### src/logic/status_report_map.vh
`ifndef STATUS_REPORT_MAP_VH
`define STATUS_REPORT_MAP_VH

// status word field positions
`define SW_MAIN_LSB      0
`define SW_MAIN_MSB      3
`define SW_SUB_LSB       4
`define SW_SUB_MSB       7
`define SW_INNER_LSB     8
`define SW_INNER_MSB     10
`define SW_MODE_LSB      11
`define SW_MODE_MSB      12
`define SW_CONF_LSB      13
`define SW_CONF_MSB      15
`define SW_CUR_LIM       16
`define SW_VOLT_LIM      17
`define SW_GRIDP_LIM     18
`define SW_CHG_LIM       20
`define SW_DIS_LIM       21
`define SW_BOOST_ON      23
`define SW_ISO_ON        24
`define SW_IN_CUR_LIM    25
`define SW_HEAT_LIM      27
`define SW_GRID_PRES     28
`define SW_AGG_MASTER    31
`define SW_RESET         32'h0000_0000

// main state codes
`define MS_INIT          4'h0
`define MS_STANDBY       4'h1
`define MS_POWER_ON      4'h2
`define MS_CHARGE        4'h3
`define MS_FAULT_HALT    4'h4
`define MS_STOPPING      4'h6
`define MS_WAIT_INNER    4'h7
`define MS_FAULT_ACK     4'h8

// sub-state codes
`define SS_INIT          4'h0
`define SS_POWER_OFF     4'h1
`define SS_PASSIVE_PRE   4'h2
`define SS_DRIVERS_ON    4'h3
`define SS_ACTIVE_PRE    4'h4
`define SS_CHARGING      4'h5
`define SS_STOPPING      4'h9
`define SS_FAULT_HALT    4'ha
`define SS_WAIT_INNER    4'hb
`define SS_FAULT_ACK     4'hc

// inner converter state codes
`define IS_INIT          3'h0
`define IS_STANDBY       3'h1
`define IS_READY         3'h2
`define IS_CHARGE        3'h3
`define IS_FAULT_HALT    3'h4
`define IS_STOPPING      3'h5
`define IS_WAIT_STANDBY  3'h6
`define IS_FAULT_ACK     3'h7

// mode and grid configuration codes
`define MODE_STANDBY     2'h0
`define MODE_GRID_POWER  2'h2
`define MODE_BATT_VOLT   2'h3
`define CONF_STANDBY     3'h0
`define CONF_DC_GRID     3'h5

// timing counts in 10 ns cycles: init 1 us, passive precharge 100 us,
// active precharge 20 us, inner stop 0.5 us; sized to the 16-bit timers
`define INIT_CYC         16'h0064
`define PASSIVE_PRE_CYC  16'h2710
`define ACTIVE_PRE_CYC   16'h07d0
`define INNER_STOP_CYC   16'h0032

`endif

### src/logic/pin_sync.v
`timescale 1ns/10ps
module pin_sync #(
    parameter WIDTH = 1
) (
    input  wire             sys_clk,
    input  wire             sys_rst,
    input  wire [WIDTH-1:0] pin_in,
    output reg  [WIDTH-1:0] pin_sync_q
);

reg [WIDTH-1:0] meta_q;

// first stage feeds only the second stage
always @(posedge sys_clk) begin
    if (sys_rst) begin
        meta_q     <= {WIDTH{1'b0}};
        pin_sync_q <= {WIDTH{1'b0}};
    end else begin
        meta_q     <= pin_in;
        pin_sync_q <= meta_q;
    end
end

endmodule // pin_sync

### src/logic/converter_status_word_reporter.v
// Contract
// main state code in bits 0..3
// sub-state code in bits 4..7
// inner converter state in bits 8..10
// operating mode in bits 11..12
// grid configuration in bits 13..15
// current, voltage, grid power limits bits 16..18
// charge/discharge current limits bits 20, 21
// boost bit 23, isolated stage bit 24
// input current limit flag bit 25
// thermal limit flag bit 27
// grid present flag bit 28
// aggregating master flag bit 31
// main codes 0..4: init..fault halt
// main codes 6 stop, 7 wait, 8 ack
// fault halts main machine until user acts
// sub-states 0..5 follow start-up sequence
// sub-states 9, 10, 11, 12 as defined
// inner machine commanded by main machine
// reserved bits 19,22,26,29,30 read zero
// inner codes 0..7 as defined
// controller requests mode 0, 2 or 3
// controller requests configuration 5 or 0
// mode/config change only in standby
`timescale 1ns/10ps
`include "status_report_map.vh"
module converter_status_word_reporter #(
    parameter [15:0] INIT_CYC        = `INIT_CYC,
    parameter [15:0] PASSIVE_PRE_CYC = `PASSIVE_PRE_CYC,
    parameter [15:0] ACTIVE_PRE_CYC  = `ACTIVE_PRE_CYC,
    parameter [15:0] INNER_STOP_CYC  = `INNER_STOP_CYC
) (
    input  wire        sys_clk,
    input  wire        sys_rst,
    input  wire [1:0]  operating_mode_req,
    input  wire [2:0]  grid_config_req,
    input  wire        start_req,
    input  wire        stop_req,
    input  wire        standby_req,
    input  wire        critical_fault,
    input  wire        fault_ack_req,
    input  wire        max_current_limited,
    input  wire        max_voltage_limited,
    input  wire        grid_power_limited,
    input  wire        charge_current_limited,
    input  wire        discharge_current_limited,
    input  wire        input_current_limited,
    input  wire        heat_limited,
    input  wire        grid_present,
    input  wire        aggregating_master,
    output reg  [31:0] converter_state_report
);

////////////////////////////////////////////////////////////////////////////
// pin synchronisers

wire [9:0] ctl_s;
wire [8:0] flg_s;

pin_sync #(
    .WIDTH (10)
) u_ctl_sync (
    .sys_clk    (sys_clk),
    .sys_rst    (sys_rst),
    .pin_in     ({operating_mode_req, grid_config_req, start_req,
                  stop_req, standby_req, critical_fault, fault_ack_req}),
    .pin_sync_q (ctl_s)
);

pin_sync #(
    .WIDTH (9)
) u_flg_sync (
    .sys_clk    (sys_clk),
    .sys_rst    (sys_rst),
    .pin_in     ({max_current_limited, max_voltage_limited,
                  grid_power_limited, charge_current_limited,
                  discharge_current_limited, input_current_limited,
                  heat_limited, grid_present, aggregating_master}),
    .pin_sync_q (flg_s)
);

wire [1:0] mode_s    = ctl_s[9:8];
wire [2:0] conf_s    = ctl_s[7:5];
wire       start_s   = ctl_s[4];
wire       stop_s    = ctl_s[3];
wire       standby_s = ctl_s[2];
wire       fault_s   = ctl_s[1];
wire       ack_s     = ctl_s[0];

////////////////////////////////////////////////////////////////////////////
// main supervisory machine

reg  [3:0]  main_state_code_q;
reg  [3:0]  main_state_code_d;
reg  [3:0]  main_substate_code_q;
reg  [3:0]  main_substate_code_d;
reg  [15:0] tmr_q;
reg  [15:0] tmr_d;
reg  [1:0]  operating_mode_code_q;
reg  [2:0]  grid_config_code_q;
reg  [2:0]  inner_converter_state_code_q;
reg  [2:0]  inner_converter_state_code_d;
reg  [15:0] inner_tmr_q;
reg  [15:0] inner_tmr_d;

// start requests accepted only when both codes name a usable setup
wire mode_ok  = (operating_mode_code_q == `MODE_GRID_POWER) ||
                (operating_mode_code_q == `MODE_BATT_VOLT);
wire conf_ok  = (grid_config_code_q == `CONF_DC_GRID);
wire can_halt = (main_state_code_q != `MS_INIT) &&
                (main_state_code_q != `MS_FAULT_HALT) &&
                (main_state_code_q != `MS_FAULT_ACK);
wire powered  = (main_state_code_q == `MS_POWER_ON) ||
                (main_state_code_q == `MS_CHARGE) ||
                ((main_state_code_q == `MS_STANDBY) &&
                 (main_substate_code_q != `SS_POWER_OFF));

// commands from the main machine to the inner machine
wire cmd_ready   = (main_substate_code_q == `SS_ACTIVE_PRE);
wire cmd_charge  = (main_state_code_q == `MS_POWER_ON);
wire cmd_stop    = (main_state_code_q == `MS_STOPPING);
wire cmd_standby = (main_state_code_q == `MS_WAIT_INNER) ||
                   (main_state_code_q == `MS_FAULT_ACK);

always @* begin
    main_state_code_d    = main_state_code_q;
    main_substate_code_d = main_substate_code_q;
    tmr_d                = tmr_q + 16'h0001;
    if (fault_s && can_halt) begin
        main_state_code_d    = `MS_FAULT_HALT;
        main_substate_code_d = `SS_FAULT_HALT;
    end else if (stop_s && powered) begin
        main_state_code_d    = `MS_STOPPING;
        main_substate_code_d = `SS_STOPPING;
    end else begin
        case (main_state_code_q)
            `MS_INIT: begin
                if (tmr_q >= INIT_CYC) begin
                    main_state_code_d    = `MS_STANDBY;
                    main_substate_code_d = `SS_POWER_OFF;
                end
            end
            `MS_STANDBY: begin
                case (main_substate_code_q)
                    `SS_POWER_OFF: begin
                        tmr_d = 16'h0000;
                        if (start_s && mode_ok && conf_ok) begin
                            main_substate_code_d = `SS_PASSIVE_PRE;
                        end
                    end
                    `SS_PASSIVE_PRE: begin
                        if (tmr_q >= PASSIVE_PRE_CYC) begin
                            main_substate_code_d = `SS_DRIVERS_ON;
                        end
                    end
                    `SS_DRIVERS_ON: begin
                        tmr_d                = 16'h0000;
                        main_substate_code_d = `SS_ACTIVE_PRE;
                    end
                    `SS_ACTIVE_PRE: begin
                        if ((tmr_q >= ACTIVE_PRE_CYC) &&
                            (inner_converter_state_code_q == `IS_READY)) begin
                            main_state_code_d    = `MS_POWER_ON;
                            main_substate_code_d = `SS_CHARGING;
                        end
                    end
                    default: begin
                        main_substate_code_d = `SS_POWER_OFF;
                    end
                endcase
            end
            `MS_POWER_ON: begin
                if (inner_converter_state_code_q == `IS_CHARGE) begin
                    main_state_code_d = `MS_CHARGE;
                end
            end
            `MS_CHARGE: begin
                main_substate_code_d = `SS_CHARGING;
            end
            `MS_FAULT_HALT: begin
                // leaves only on user action with the fault gone
                if (!fault_s && (ack_s || standby_s)) begin
                    main_state_code_d    = `MS_FAULT_ACK;
                    main_substate_code_d = `SS_FAULT_ACK;
                end
            end
            `MS_STOPPING: begin
                if ((inner_converter_state_code_q == `IS_WAIT_STANDBY) ||
                    (inner_converter_state_code_q == `IS_STANDBY)) begin
                    main_state_code_d    = `MS_WAIT_INNER;
                    main_substate_code_d = `SS_WAIT_INNER;
                end
            end
            `MS_WAIT_INNER, `MS_FAULT_ACK: begin
                if (inner_converter_state_code_q == `IS_STANDBY) begin
                    main_state_code_d    = `MS_STANDBY;
                    main_substate_code_d = `SS_POWER_OFF;
                end
            end
            default: begin
                main_state_code_d    = `MS_INIT;
                main_substate_code_d = `SS_INIT;
            end
        endcase
    end
end

always @(posedge sys_clk) begin
    if (sys_rst) begin
        main_state_code_q    <= `MS_INIT;
        main_substate_code_q <= `SS_INIT;
        tmr_q                <= 16'h0000;
    end else begin
        main_state_code_q    <= main_state_code_d;
        main_substate_code_q <= main_substate_code_d;
        tmr_q                <= tmr_d;
    end
end

// codes are sampled only in power-off standby, so a change while
// powered is ignored; the controller must hold them steady a few
// cycles since the bits cross from the pins independently
always @(posedge sys_clk) begin
    if (sys_rst) begin
        operating_mode_code_q <= `MODE_STANDBY;
        grid_config_code_q    <= `CONF_STANDBY;
    end else if ((main_state_code_q == `MS_STANDBY) &&
                 (main_substate_code_q == `SS_POWER_OFF)) begin
        operating_mode_code_q <= mode_s;
        grid_config_code_q    <= conf_s;
    end
end

////////////////////////////////////////////////////////////////////////////
// inner converter machine

always @* begin
    inner_converter_state_code_d = inner_converter_state_code_q;
    inner_tmr_d                  = 16'h0000;
    if (fault_s && (inner_converter_state_code_q != `IS_FAULT_HALT) &&
        (inner_converter_state_code_q != `IS_FAULT_ACK)) begin
        inner_converter_state_code_d = `IS_FAULT_HALT;
    end else begin
        case (inner_converter_state_code_q)
            `IS_INIT: begin
                if (main_state_code_q != `MS_INIT) begin
                    inner_converter_state_code_d = `IS_STANDBY;
                end
            end
            `IS_STANDBY: begin
                if (cmd_ready) begin
                    inner_converter_state_code_d = `IS_READY;
                end
            end
            `IS_READY: begin
                if (cmd_stop) begin
                    inner_converter_state_code_d = `IS_STOPPING;
                end else if (cmd_charge) begin
                    inner_converter_state_code_d = `IS_CHARGE;
                end
            end
            `IS_CHARGE: begin
                if (cmd_stop) begin
                    inner_converter_state_code_d = `IS_STOPPING;
                end
            end
            `IS_STOPPING: begin
                inner_tmr_d = inner_tmr_q + 16'h0001;
                if (inner_tmr_q >= INNER_STOP_CYC) begin
                    inner_converter_state_code_d = `IS_WAIT_STANDBY;
                end
            end
            `IS_WAIT_STANDBY: begin
                if (cmd_standby) begin
                    inner_converter_state_code_d = `IS_STANDBY;
                end
            end
            `IS_FAULT_HALT: begin
                if (main_state_code_q == `MS_FAULT_ACK) begin
                    inner_converter_state_code_d = `IS_FAULT_ACK;
                end
            end
            `IS_FAULT_ACK: begin
                if (cmd_standby) begin
                    inner_converter_state_code_d = `IS_STANDBY;
                end
            end
            default: begin
                inner_converter_state_code_d = `IS_INIT;
            end
        endcase
    end
end

always @(posedge sys_clk) begin
    if (sys_rst) begin
        inner_converter_state_code_q <= `IS_INIT;
        inner_tmr_q                  <= 16'h0000;
    end else begin
        inner_converter_state_code_q <= inner_converter_state_code_d;
        inner_tmr_q                  <= inner_tmr_d;
    end
end

////////////////////////////////////////////////////////////////////////////
// status word assembly

// boost runs from active pre-charge until the stop completes
wire boost_stage_running =
    (main_substate_code_q == `SS_ACTIVE_PRE) ||
    (main_substate_code_q == `SS_CHARGING) ||
    (main_substate_code_q == `SS_STOPPING);
wire isolated_stage_running =
    (inner_converter_state_code_q == `IS_CHARGE) ||
    (inner_converter_state_code_q == `IS_STOPPING);

reg [31:0] report_d;

always @* begin
    report_d = 32'h0000_0000;
    report_d[`SW_MAIN_MSB:`SW_MAIN_LSB]   = main_state_code_q;
    report_d[`SW_SUB_MSB:`SW_SUB_LSB]     = main_substate_code_q;
    report_d[`SW_INNER_MSB:`SW_INNER_LSB] =
        inner_converter_state_code_q;
    report_d[`SW_MODE_MSB:`SW_MODE_LSB]   = operating_mode_code_q;
    report_d[`SW_CONF_MSB:`SW_CONF_LSB]   = grid_config_code_q;
    report_d[`SW_CUR_LIM]    = flg_s[8];
    report_d[`SW_VOLT_LIM]   = flg_s[7];
    report_d[`SW_GRIDP_LIM]  = flg_s[6];
    report_d[`SW_CHG_LIM]    = flg_s[5];
    report_d[`SW_DIS_LIM]    = flg_s[4];
    report_d[`SW_BOOST_ON]   = boost_stage_running;
    report_d[`SW_ISO_ON]     = isolated_stage_running;
    report_d[`SW_IN_CUR_LIM] = flg_s[3];
    report_d[`SW_HEAT_LIM]   = flg_s[2];
    report_d[`SW_GRID_PRES]  = flg_s[1];
    report_d[`SW_AGG_MASTER] = flg_s[0];
end

always @(posedge sys_clk) begin
    if (sys_rst) begin
        converter_state_report <= `SW_RESET;
    end else begin
        converter_state_report <= report_d;
    end
end

endmodule // converter_status_word_reporter

### config.mk
export PLATFORM = sky130hd
export DESIGN_NAME = converter_status_word_reporter
export DESIGN_NICKNAME = d
export VERILOG_FILES = /design/src/logic/pin_sync.v /design/src/logic/converter_status_word_reporter.v
export VERILOG_INCLUDE_DIRS = /design/src /design/src/logic
export SDC_FILE = /design/constraint.sdc
export NUM_CORES = 1
export LEC_CHECK = 0
export ABC_AREA = 1
export BUFFER_PORTS_ARGS = -buffer_cell sky130_fd_sc_hd__buf_2
export CAP_MARGIN = 20
export CELL_PAD_IN_SITES_DETAIL_PLACEMENT = 1
export CELL_PAD_IN_SITES_GLOBAL_PLACEMENT = 1
export CORE_MARGIN = 2
export CORE_UTILIZATION = 45
export DETAILED_ROUTE_END_ITERATION = 10
export MAX_ROUTING_LAYER = met4
export PLACE_DENSITY_LB_ADDON = 0.1
export SKIP_CTS_REPAIR_TIMING = 1
export SYNTH_ARGS = -nofsm -noshare
export SYNTH_HDL_FRONTEND = slang
export SYNTH_HIERARCHICAL = 1
export SYNTH_SLANG_ARGS = --single-unit
### constraint.sdc
create_clock -name sys_clk -period 3.8 [get_ports sys_clk]
set_clock_uncertainty 0.1 [all_clocks]
set_input_delay 0.76 -clock sys_clk [delete_from_list [all_inputs] [get_ports sys_clk]]
set_output_delay 0.76 -clock sys_clk [all_outputs]
set_load 0.01 [all_outputs]
* After elaboration in Yosys (flattened, before gate mapping)
Cells that the tools add are included.
** Word-level totals
- Register bits after elaboration :: 118
- Latch bits :: 0
- RAM bits :: 0
- ROM bits :: 0
- Output and inout bits :: 32
- Logic and storage cells :: 176
- Memories :: 0
** Operators by class
- Add/sub/neg operators :: 2
- $mul :: 0
- Divide/modulo/power cells :: 0
- Order comparisons :: 4
- Equal/unequal tests :: 76
- Shifts and indexed selects :: 0
- Mux-type cells :: 33
- Bitwise logic cells :: 3
- Reduce and logical (&&, ||, !) cells :: 40
** Operators with widths (number)
- 2-to-1 mux 16 bit :: 4
- 2-to-1 mux 4 bit :: 14
- case mux 4 bit (7 select lines) :: 2
- AND reduction 8 bit :: 6
- != test 3 bit (second input constant) :: 12
- 2-to-1 mux 3 bit :: 11
- adder 16 x 1 -> 16 bit (second input constant) :: 2
- != test 4 bit (second input constant) :: 6
- case mux 3 bit (7 select lines) :: 1
- == test 4 x 3 -> 1 bit (second input constant) :: 5
- != test 2 bit (second input constant) :: 9
- != test 3 x 1 -> 1 bit (second input constant) :: 6
- == test 4 x 2 -> 1 bit (second input constant) :: 4
- greater-or-equal comparator 16 x 11 -> 1 bit (second input constant) :: 1
- greater-or-equal comparator 16 x 14 -> 1 bit (second input constant) :: 1
- greater-or-equal comparator 16 x 6 -> 1 bit (second input constant) :: 1
- greater-or-equal comparator 16 x 7 -> 1 bit (second input constant) :: 1
- != test 4 x 1 -> 1 bit (second input constant) :: 4
- case mux 4 bit (4 select lines) :: 1
- == test 3 bit (second input constant) :: 5
- AND reduction 7 bit :: 2
- logical AND 1 bit :: 12
- != test 2 x 1 -> 1 bit (second input constant) :: 6
- != test 5 bit (second input constant) :: 2
- other kinds (17) :: 40

* Depth between registers and ports, before layout
Gate-level depths: netlist (run 1).
- Depth in word-level cells :: 9
- Depth in mapped cells :: 14
- Mapped depth without buffers :: 14

* By module
Netlist (run 1), hierarchy kept.
** Modules (own cells, without submodules)
- converter_status_word_reporter :: times used 1, cells each 515, area an instance 3595.9 µm², seq. area each 1501.4 µm²
- pin_sync (u_ctl_sync) :: times used 1, cells each 62, area an instance 573.0 µm², seq. area each 400.4 µm²
- pin_sync (u_flg_sync) :: times used 1, cells each 56, area an instance 521.8 µm², seq. area each 360.3 µm²

* Least setup slack after synthesis (run 1)
No wires, ideal clock.
- Path kind :: register to register
- Start point :: reg inner_tmr_q[1]
- End point :: reg inner_tmr_q[14]
- Setup time :: 0.119 ns
- Arrival :: 1.401 ns
- Setup slack :: 2.179 ns
- Stages on the path, launching flop included :: 13
- Path buffers :: 0
- Cell sequence :: dfxtp_1 -> ha_1 -> nand2_1 -> inv_1 -> nand2_1 -> nor2_1 -> nand2_1 -> inv_1 -> nand3_1 -> nor2_1 -> nand2_1 -> nor3_1 -> nor3_1
** Between the ends
- Longest elaborated chain between the ends :: 1
** Ends and longest elaborated chain
- start: declaration :: RTL line converter_status_word_reporter.v:103 : reg [15:0] inner_tmr_q;
- start signal: assignment :: RTL line converter_status_word_reporter.v:301 : inner_tmr_q <= inner_tmr_d;
- adder 16 x 1 -> 16 bit :: RTL line converter_status_word_reporter.v:268 : inner_tmr_d = inner_tmr_q + 16'h0001;
No other way between the ends.
A chain may end at the register's enable or synchronous reset.

* Final worst setup path (run 1)
- Start point :: reg main_state_code_q[2]
- End point :: reg tmr_q[9]
** Between the ends
- Longest elaborated chain between the ends :: 6
** Ends and longest elaborated chain
- start: declaration :: RTL line converter_status_word_reporter.v:93 : reg [3:0] main_state_code_q;
- start signal: assignment :: RTL line converter_status_word_reporter.v:210 : main_state_code_q <= `MS_INIT;
- start signal: assignment :: RTL line converter_status_word_reporter.v:214 : main_state_code_q <= main_state_code_d;
- == test 4 x 2 -> 1 bit or == test 4 x 1 -> 1 bit (tied branches)
- logical OR 1 bit or logical AND 1 bit (tied branches) :: RTL line converter_status_word_reporter.v:113, converter_status_word_reporter.v:115
- logical OR 1 bit :: RTL line converter_status_word_reporter.v:113 : wire powered = (main_state_code_q == `MS_POWER_ON) ||
- logical AND 1 bit :: RTL line converter_status_word_reporter.v:132 : end else if (stop_s && powered) begin
- 2-to-1 mux 16 bit :: RTL line converter_status_word_reporter.v:132
- 2-to-1 mux 16 bit (*) :: RTL line converter_status_word_reporter.v:129 : if (fault_s && can_halt) begin
- end signal: assignment :: RTL line converter_status_word_reporter.v:216 : tmr_q <= tmr_d;
- end: declaration :: RTL line converter_status_word_reporter.v:97 : reg [15:0] tmr_q;
Every way passes the cells marked *; elsewhere a longest branch is shown, timed or not.

==> summary.txt, run 1 <==
Global route
  • Total GRT Usage: 22.1%
  • Grt ovf: 0
  • First-pass GRT wire length: 18900 um
  • Pin count of the biggest net entering global routing: 68
  • Vias in the first global route: 4099
  • Initial antenna violation count: 0

Status
  • Status: finished, final reports clean

Synthesis
  • Number of synthesized flops with an enable pin: 0
  • Mean Syn Cell Area: 7.41 um^2
  • Sequential share of the synthesized area: 48.2%
  • Cells after synthesis: 633
  • Post-synthesis register bit count: 113
  • Dominant combinational cell family by area after synthesis: simple AND/OR/NAND/NOR gates
  • Synth Area in XOR/XNOR: 1.49%
  • Yosys cell types: 38
  • Complex-gate fraction of the synthesized area: 6.11%
  • Post-synth ARST share: 0%
  • Mapped Area: 4690 um^2
  • Post-Synth Simple-Gate Area: 31.1%
  • Main synth FF type: dfxtp_1
  • Post-synthesis mux area share: 0%
  • Ys Warns: 6
  • Adder-Cell Fraction of Synth Area: 1.07%

Worst setup path
  • Critical path endpoint category: flip-flop
  • Crit-path max FO: 13
  • CP required: 4.11 ns
  • Setup CP Type: flip-flop to flip-flop
  • Critical Path AT: 2.52 ns
  • Crit start category: flip-flop

Final layout
  • Most frequent cells in the layout: 139 x nor2_1, 113 x dfxtp_1, 103 x inv_1
  • Area delta synth->final: 18.3%
  • Fin util: 54.2%
  • Most common cell after layout, fill and taps aside: nor2_1
  • Layout cells sized above 1: 17.7%
  • N_diodes: 0
  • Final #Nets: 713
  • Fill cells: 1305

Route
  • 1st-pass router iterations: 4
  • DRT Wirelength: 11200 um
  • Drt via density: 4.75
  • Initial drt markers: 154
  • Final ANT Viol Nets: 0
  • Wire per inst: 13.4 um
  • Via Count: 3972
  • DRC viols: 0

Timing
  • Max Slew Vio Count: 0
  • Final Critical Period: 2.22 ns
  • Max_slew headroom: 56.7%
  • Final hold vios: 0
  • Slew of the pin with the lowest slew margin: 0.650 ns
  • Final setup TNS: 0 ns
  • Highest clock rate: 451 MHz
  • Hold WS: 0.301 ns
  • Setup violators final: 0
  • Fin crit share: 58.4%
  • RSZ-0062 raised after global routing: no

Power
  • Pwr dens: 539 nW/um^2
  • VDD IR max: 0.000414 V
  • Total design power: 2.99 mW
  • LEAKAGE: 2.62 nW

Worst hold path
  • Worst min-delay path category: flip-flop to flip-flop

Placed design
  • RD Place Congestion: 0.972
  • # port buffers: 47
  • Post-DP HPWL: 7800 um

Floorplan
  • Initial Util: 45.8%
  • Io pins: 53
  • Die Area: 11300 um^2
  • Die Width: 106 um
  • Floorplan row count: 37
  • Core ar.: 10200 um^2
  • Die Y: 106 um

Clock tree
  • Clock transition at the registers of the reported paths: 0.05 ns
  • TritonCTS buffer count: 17
  • H-tree depth: 4
  • CTS root buf: clkbuf_8
  • Clock buffer depth: 2
  • Clock latency on the worst-skew pair: 0.52 ns
  • CTS tree: built
  • Clock Sinks: 113

Run
  • Max Cap Violations: 0
## layer usage
layer	track usage [%]	vias to the layer above	share of wire (%)
met1	24.8	1854	44
met3	6.32	18	3.8
li1	-	2034	-
met2	37.7	66	50
met4	8.08	0	2.0
met5	-	-	0
## area by class of cell
cell class | instances | area (um^2) | share of cell area (%)
clock inverter | 10 | 111 | 2.01
inverter | 115 | 432 | 7.78
timing repair buffer | 48 | 243 | 4.37
clock buffer | 21 | 449 | 8.09
sequential | 113 | 2260 | 40.8
multi-input combinational | 393 | 1880 | 33.9
tap | 136 | 170 | 3.07
## power by group
group          switching (mW)  internal, mW
Combinational           0.153        0.0779
Sequential             0.0320          1.23
Clock                   0.546         0.958
Total                   0.730          2.26
## state kept, by name, summed over array words and instances (netlist names)
name and flops:
tmr_q 16, main_substate_code_q 4, u_flg_sync/pin_sync_q 9, main_state_code_q 4, u_flg_sync/meta_q 9, operating_mode_code_q 2
u_ctl_sync/meta_q 10, inner_converter_state_code_q 3, grid_config_code_q 3, u_ctl_sync/pin_sync_q 10, converter_state_report 27, inner_tmr_q 16
## synth_stat cells, types with 2 or more instances
master    count  area share [%]
a21oi_1      21             2.2
a31oi_1       2            0.27
buf_4         5            0.80
buf_6         5             1.2
clkbuf_1      3            0.24
dfxtp_1     113              48
ha_1          4             1.1
inv_1       103             8.2
inv_2        11            0.88
nand2_1      93             7.4
nand2_2       7            0.93
nand3_1      32             3.4
nand3_2       5             1.1
nand4_1       8             1.1
nor2_1      139              11
nor2_2       11             1.5
nor2_4        3            0.72
nor3_1       16             1.7
nor3_2        3            0.64
nor3b_1       3            0.48
o21a_1        4            0.64
o21ai_0      17             1.8
o21ai_1       2            0.21
o21ai_2       3            0.56
xnor2_1       2            0.37
xor2_1        6             1.1
## worst paths after layout
kind                                      from                                   to  slack (ns)  cells after the start
max          main_state_code_q[2]$_SDFFE_PP0P_                  tmr_q[9]$_SDFF_PP0_        1.58                      8
min reg2reg    u_ctl_sync/meta_q[3]$_SDFF_PP0_  u_ctl_sync/pin_sync_q[3]$_SDFF_PP0_        0.30                      2
min            u_ctl_sync/meta_q[3]$_SDFF_PP0_  u_ctl_sync/pin_sync_q[3]$_SDFF_PP0_        0.30                      2
max reg2reg  main_state_code_q[2]$_SDFFE_PP0P_                  tmr_q[9]$_SDFF_PP0_        1.58                      8
## through the flow
| stage | setup WS (ns) | area (um^2) | cells |
|---|---|---|---|
| 3_3_place_gp | 1.73 | 4990 | 805 |
| 6_report | 1.58 | 5550 | 836 |
| 4_1_cts | 1.57 | 5550 | 836 |
| 5_1_grt | 1.35 | 5550 | 836 |
| 3_5_place_dp | 1.65 | 4990 | 805 |
| 2_1_floorplan | 2.18 | 4710 | 637 |
## kinds of logic (layout without fill, tap and decap cells)
family / count (synthesis) / count (layout)
XOR/XNOR: 8 / 8
other: 1 / 5
AO/OA/AOI/OAI: 51 / 51
AND/OR/NAND/NOR: 325 / 325
adder cells (fa/ha/maj): 4 / 4
buffers and inverters: 131 / 194
flip-flops: 113 / 113
## worst max-delay path: stages (launching register included)
cell,delay [ns]
dfxtp_1,0.34
nor2_1,0.22
nand2_1,0.12
nor2_2,0.21
nand3_1,0.16
o21ai_2,0.57
inv_1,0.19
o21ai_0,0.14
a21oi_1,0.06
Power figures use the tool's default switching activity.
==> run 2, diff against run 1 <==
--- a/config.mk
+++ b/config.mk
@@ -12,7 +12,7 @@
 export CELL_PAD_IN_SITES_DETAIL_PLACEMENT = 1
 export CELL_PAD_IN_SITES_GLOBAL_PLACEMENT = 1
 export CORE_MARGIN = 2
-export CORE_UTILIZATION = 45
+export CORE_UTILIZATION = 38
 export DETAILED_ROUTE_END_ITERATION = 10
 export MAX_ROUTING_LAYER = met4
 export PLACE_DENSITY_LB_ADDON = 0.1
==> constraint.sdc (replaced) <==
create_clock -name sys_clk -period 1.8 [get_ports sys_clk]
set_clock_uncertainty 0.1 [all_clocks]
set_input_delay 0.36 -clock sys_clk [delete_from_list [all_inputs] [get_ports sys_clk]]
set_output_delay 0.36 -clock sys_clk [all_outputs]
set_load 0.01 [all_outputs]
==> summary.txt, run 2 (same netlist as run 1, synthesis figures left out) <==
Final layout
  • Most common cell after layout, fill and taps aside: nor2_1
  • Final #Nets: 749
  • Fin util: 51.0%
  • Top flop regs: converter_state_report: 27 flops, inner_tmr_q: 16 flops, tmr_q: 16 flops
  • Area delta synth->final: 30.7%
  • Largest reg by FF count: converter_state_report
  • Layout cells sized above 1: 30.4%
  • Max reg flops: 27
  • Fill cells: 1501
  • N_diodes: 0
  • Fin area: 6130 um^2
  • Most frequent cells in the layout: 125 x nor2_1, 98 x inv_1, 92 x dfxtp_1

Timing
  • Highest clock rate: 578 MHz
  • Setup violators final: 0
  • Fin crit share: 96.2%
  • Max Slew Vio Count: 0
  • Final hold vios: 0
  • RSZ-0062 raised after global routing: yes
  • Final setup TNS: 0 ns
  • Final Critical Period: 1.73 ns
  • Final WS setup: 0.0692 ns

Power
  • VDD IR max: 0.000785 V
  • Pwr dens: 1070 nW/um^2
  • Total design power: 6.56 mW
  • LEAKAGE: 2.87 nW

Route
  • Drt via density: 4.62
  • Via Count: 4082
  • 1st-pass router iterations: 4
  • DRC viols: 0
  • DRT Wirelength: 11500 um
  • Initial drt markers: 127
  • Final ANT Viol Nets: 0
  • Wire per inst: 13.0 um

Placed design
  • Cell Area, Placed: 5220 um^2
  • Post-DP HPWL: 8280 um
  • # port buffers: 47
  • RD Place Congestion: 0.880
  • DP Worst Slack: -0.108 ns

Global route
  • Vias in the first global route: 4197
  • Total GRT Usage: 18.4%
  • Pin count of the biggest net entering global routing: 68
  • Met2 usage: 31.3%
  • Initial antenna violation count: 0
  • Met1 Track Usage GR: 21.0%
  • Grt ovf: 0
  • First-pass GRT wire length: 18700 um
  • GR Util met3: 4.53%
  • Gr busiest metal: met2

Floorplan
  • Die Width: 115 um
  • Die Area: 13200 um^2
  • Floorplan row count: 40
  • Io pins: 53
  • Core ar.: 12000 um^2
  • Die Y: 115 um
  • Initial Util: 39.1%

Worst setup path
  • Crit path cell chain: inv_2, nor2_4, inv_1, nor2_2, inv_1, nor2_1, nor2_1, nand3_1, inv_2, nor3_1, nor2_1
  • Crit start category: flip-flop
  • Setup CP Type: flip-flop to flip-flop
  • CP dominant cell by count: nor2_1
  • Reg2reg path depth: 11
  • Crit-path max FO: 6
  • CP endpoint: main_state_code_q[2]$_SDFFE_PP0P_
  • Setup crit start: main_state_code_q[1]$_SDFFE_PP0P_
  • Delay-heaviest family, CP: simple AND/OR/NAND/NOR gates
  • FF-to-FF setup slack: 0.07 ns
  • Buf+Inv Stages, Crit Path: 4
  • Worst path max stage delay: 0.44 ns
  • CP required: 1.99 ns
  • Worst path depth: 11
  • Critical path endpoint category: flip-flop
  • R2R Path End: main_state_code_q[2]$_SDFFE_PP0P_
  • Worst r2r src: main_state_code_q[1]$_SDFFE_PP0P_
  • Slowest cell on crit path: dfxtp_2
  • Critical Path AT: 1.92 ns

Clock tree
  • CTS tree: built
  • TritonCTS buffer count: 17
  • H-tree depth: 4
  • Clock latency on the worst-skew pair: 0.41 ns
  • Clock buffer depth: 2
  • Clock Sinks: 113
  • CTS root buf: clkbuf_16
  • Clock transition at the registers of the reported paths: 0.06 ns

Worst hold path
  • Worst min-delay path category: input pin to flip-flop

Run
  • Max Cap Violations: 0

Status
  • Status: finished, final reports clean
-- run 2: worst min path at each step --
stage,from,to,slack (ns),cells after the start
after floorplan,u_flg_sync/pin_sync_q[8]$_SDFF_PP0_,converter_state_report[16]$_SDFF_PP0_,0.29,2
after global placement,u_flg_sync/pin_sync_q[4]$_SDFF_PP0_,converter_state_report[21]$_SDFF_PP0_,0.29,2
after detailed placement,u_ctl_sync/meta_q[3]$_SDFF_PP0_,u_ctl_sync/pin_sync_q[3]$_SDFF_PP0_,0.29,2
after CTS,max_current_limited,u_flg_sync/meta_q[8]$_SDFF_PP0_,0.03,3
after global routing,grid_config_req[2],u_ctl_sync/meta_q[7]$_SDFF_PP0_,0.05,3
final,max_current_limited,u_flg_sync/meta_q[8]$_SDFF_PP0_,0.05,3
-- run 2: per-layer routing --
| layer | up-vias | wire length, um |
|---|---|---|
| met1 | 1914 | 5160 |
| met2 | 48 | 5780 |
| li1 | 2108 | - |
| met4 | 0 | 164 |
| met3 | 12 | 355 |
| met5 | - | 0 |
-- run 2: power by group --
part	leakage, nW	internal (mW)	switching (mW)
Sequential	0.933	2.59	0.0697
Combinational	1.65	0.229	0.341
Clock	0.287	2.13	1.21
-- run 2: layout make-up --
class	instances	area [um^2]	share of cell area, %
flip-flops and latches	113	2300	37.6
multi-input cells	393	2080	34.0
repair buffers	84	526	8.57
clock buffers	19	453	7.39
inverters	115	432	7.04
well taps	147	184	3.00
clock inverters	13	149	2.43
-- run 2: through the flow --
step                      std cells  hold WS [ns]
after detailed placement        843         0.295
final                           884        0.0499
after floorplan                 637         0.288
after global placement          843         0.290
after CTS                       875        0.0344
after global routing            884        0.0468
-- run 2: worst register-to-register path, stage by stage (launching register included) --
cell and delay [ns]:
dfxtp_2 0.44, inv_2 0.08, nor2_4 0.14, inv_1 0.07, nor2_2 0.12, inv_1 0.08
nor2_1 0.14, nor2_1 0.07, nand3_1 0.12, inv_2 0.06, nor3_1 0.14, nor2_1 0.06
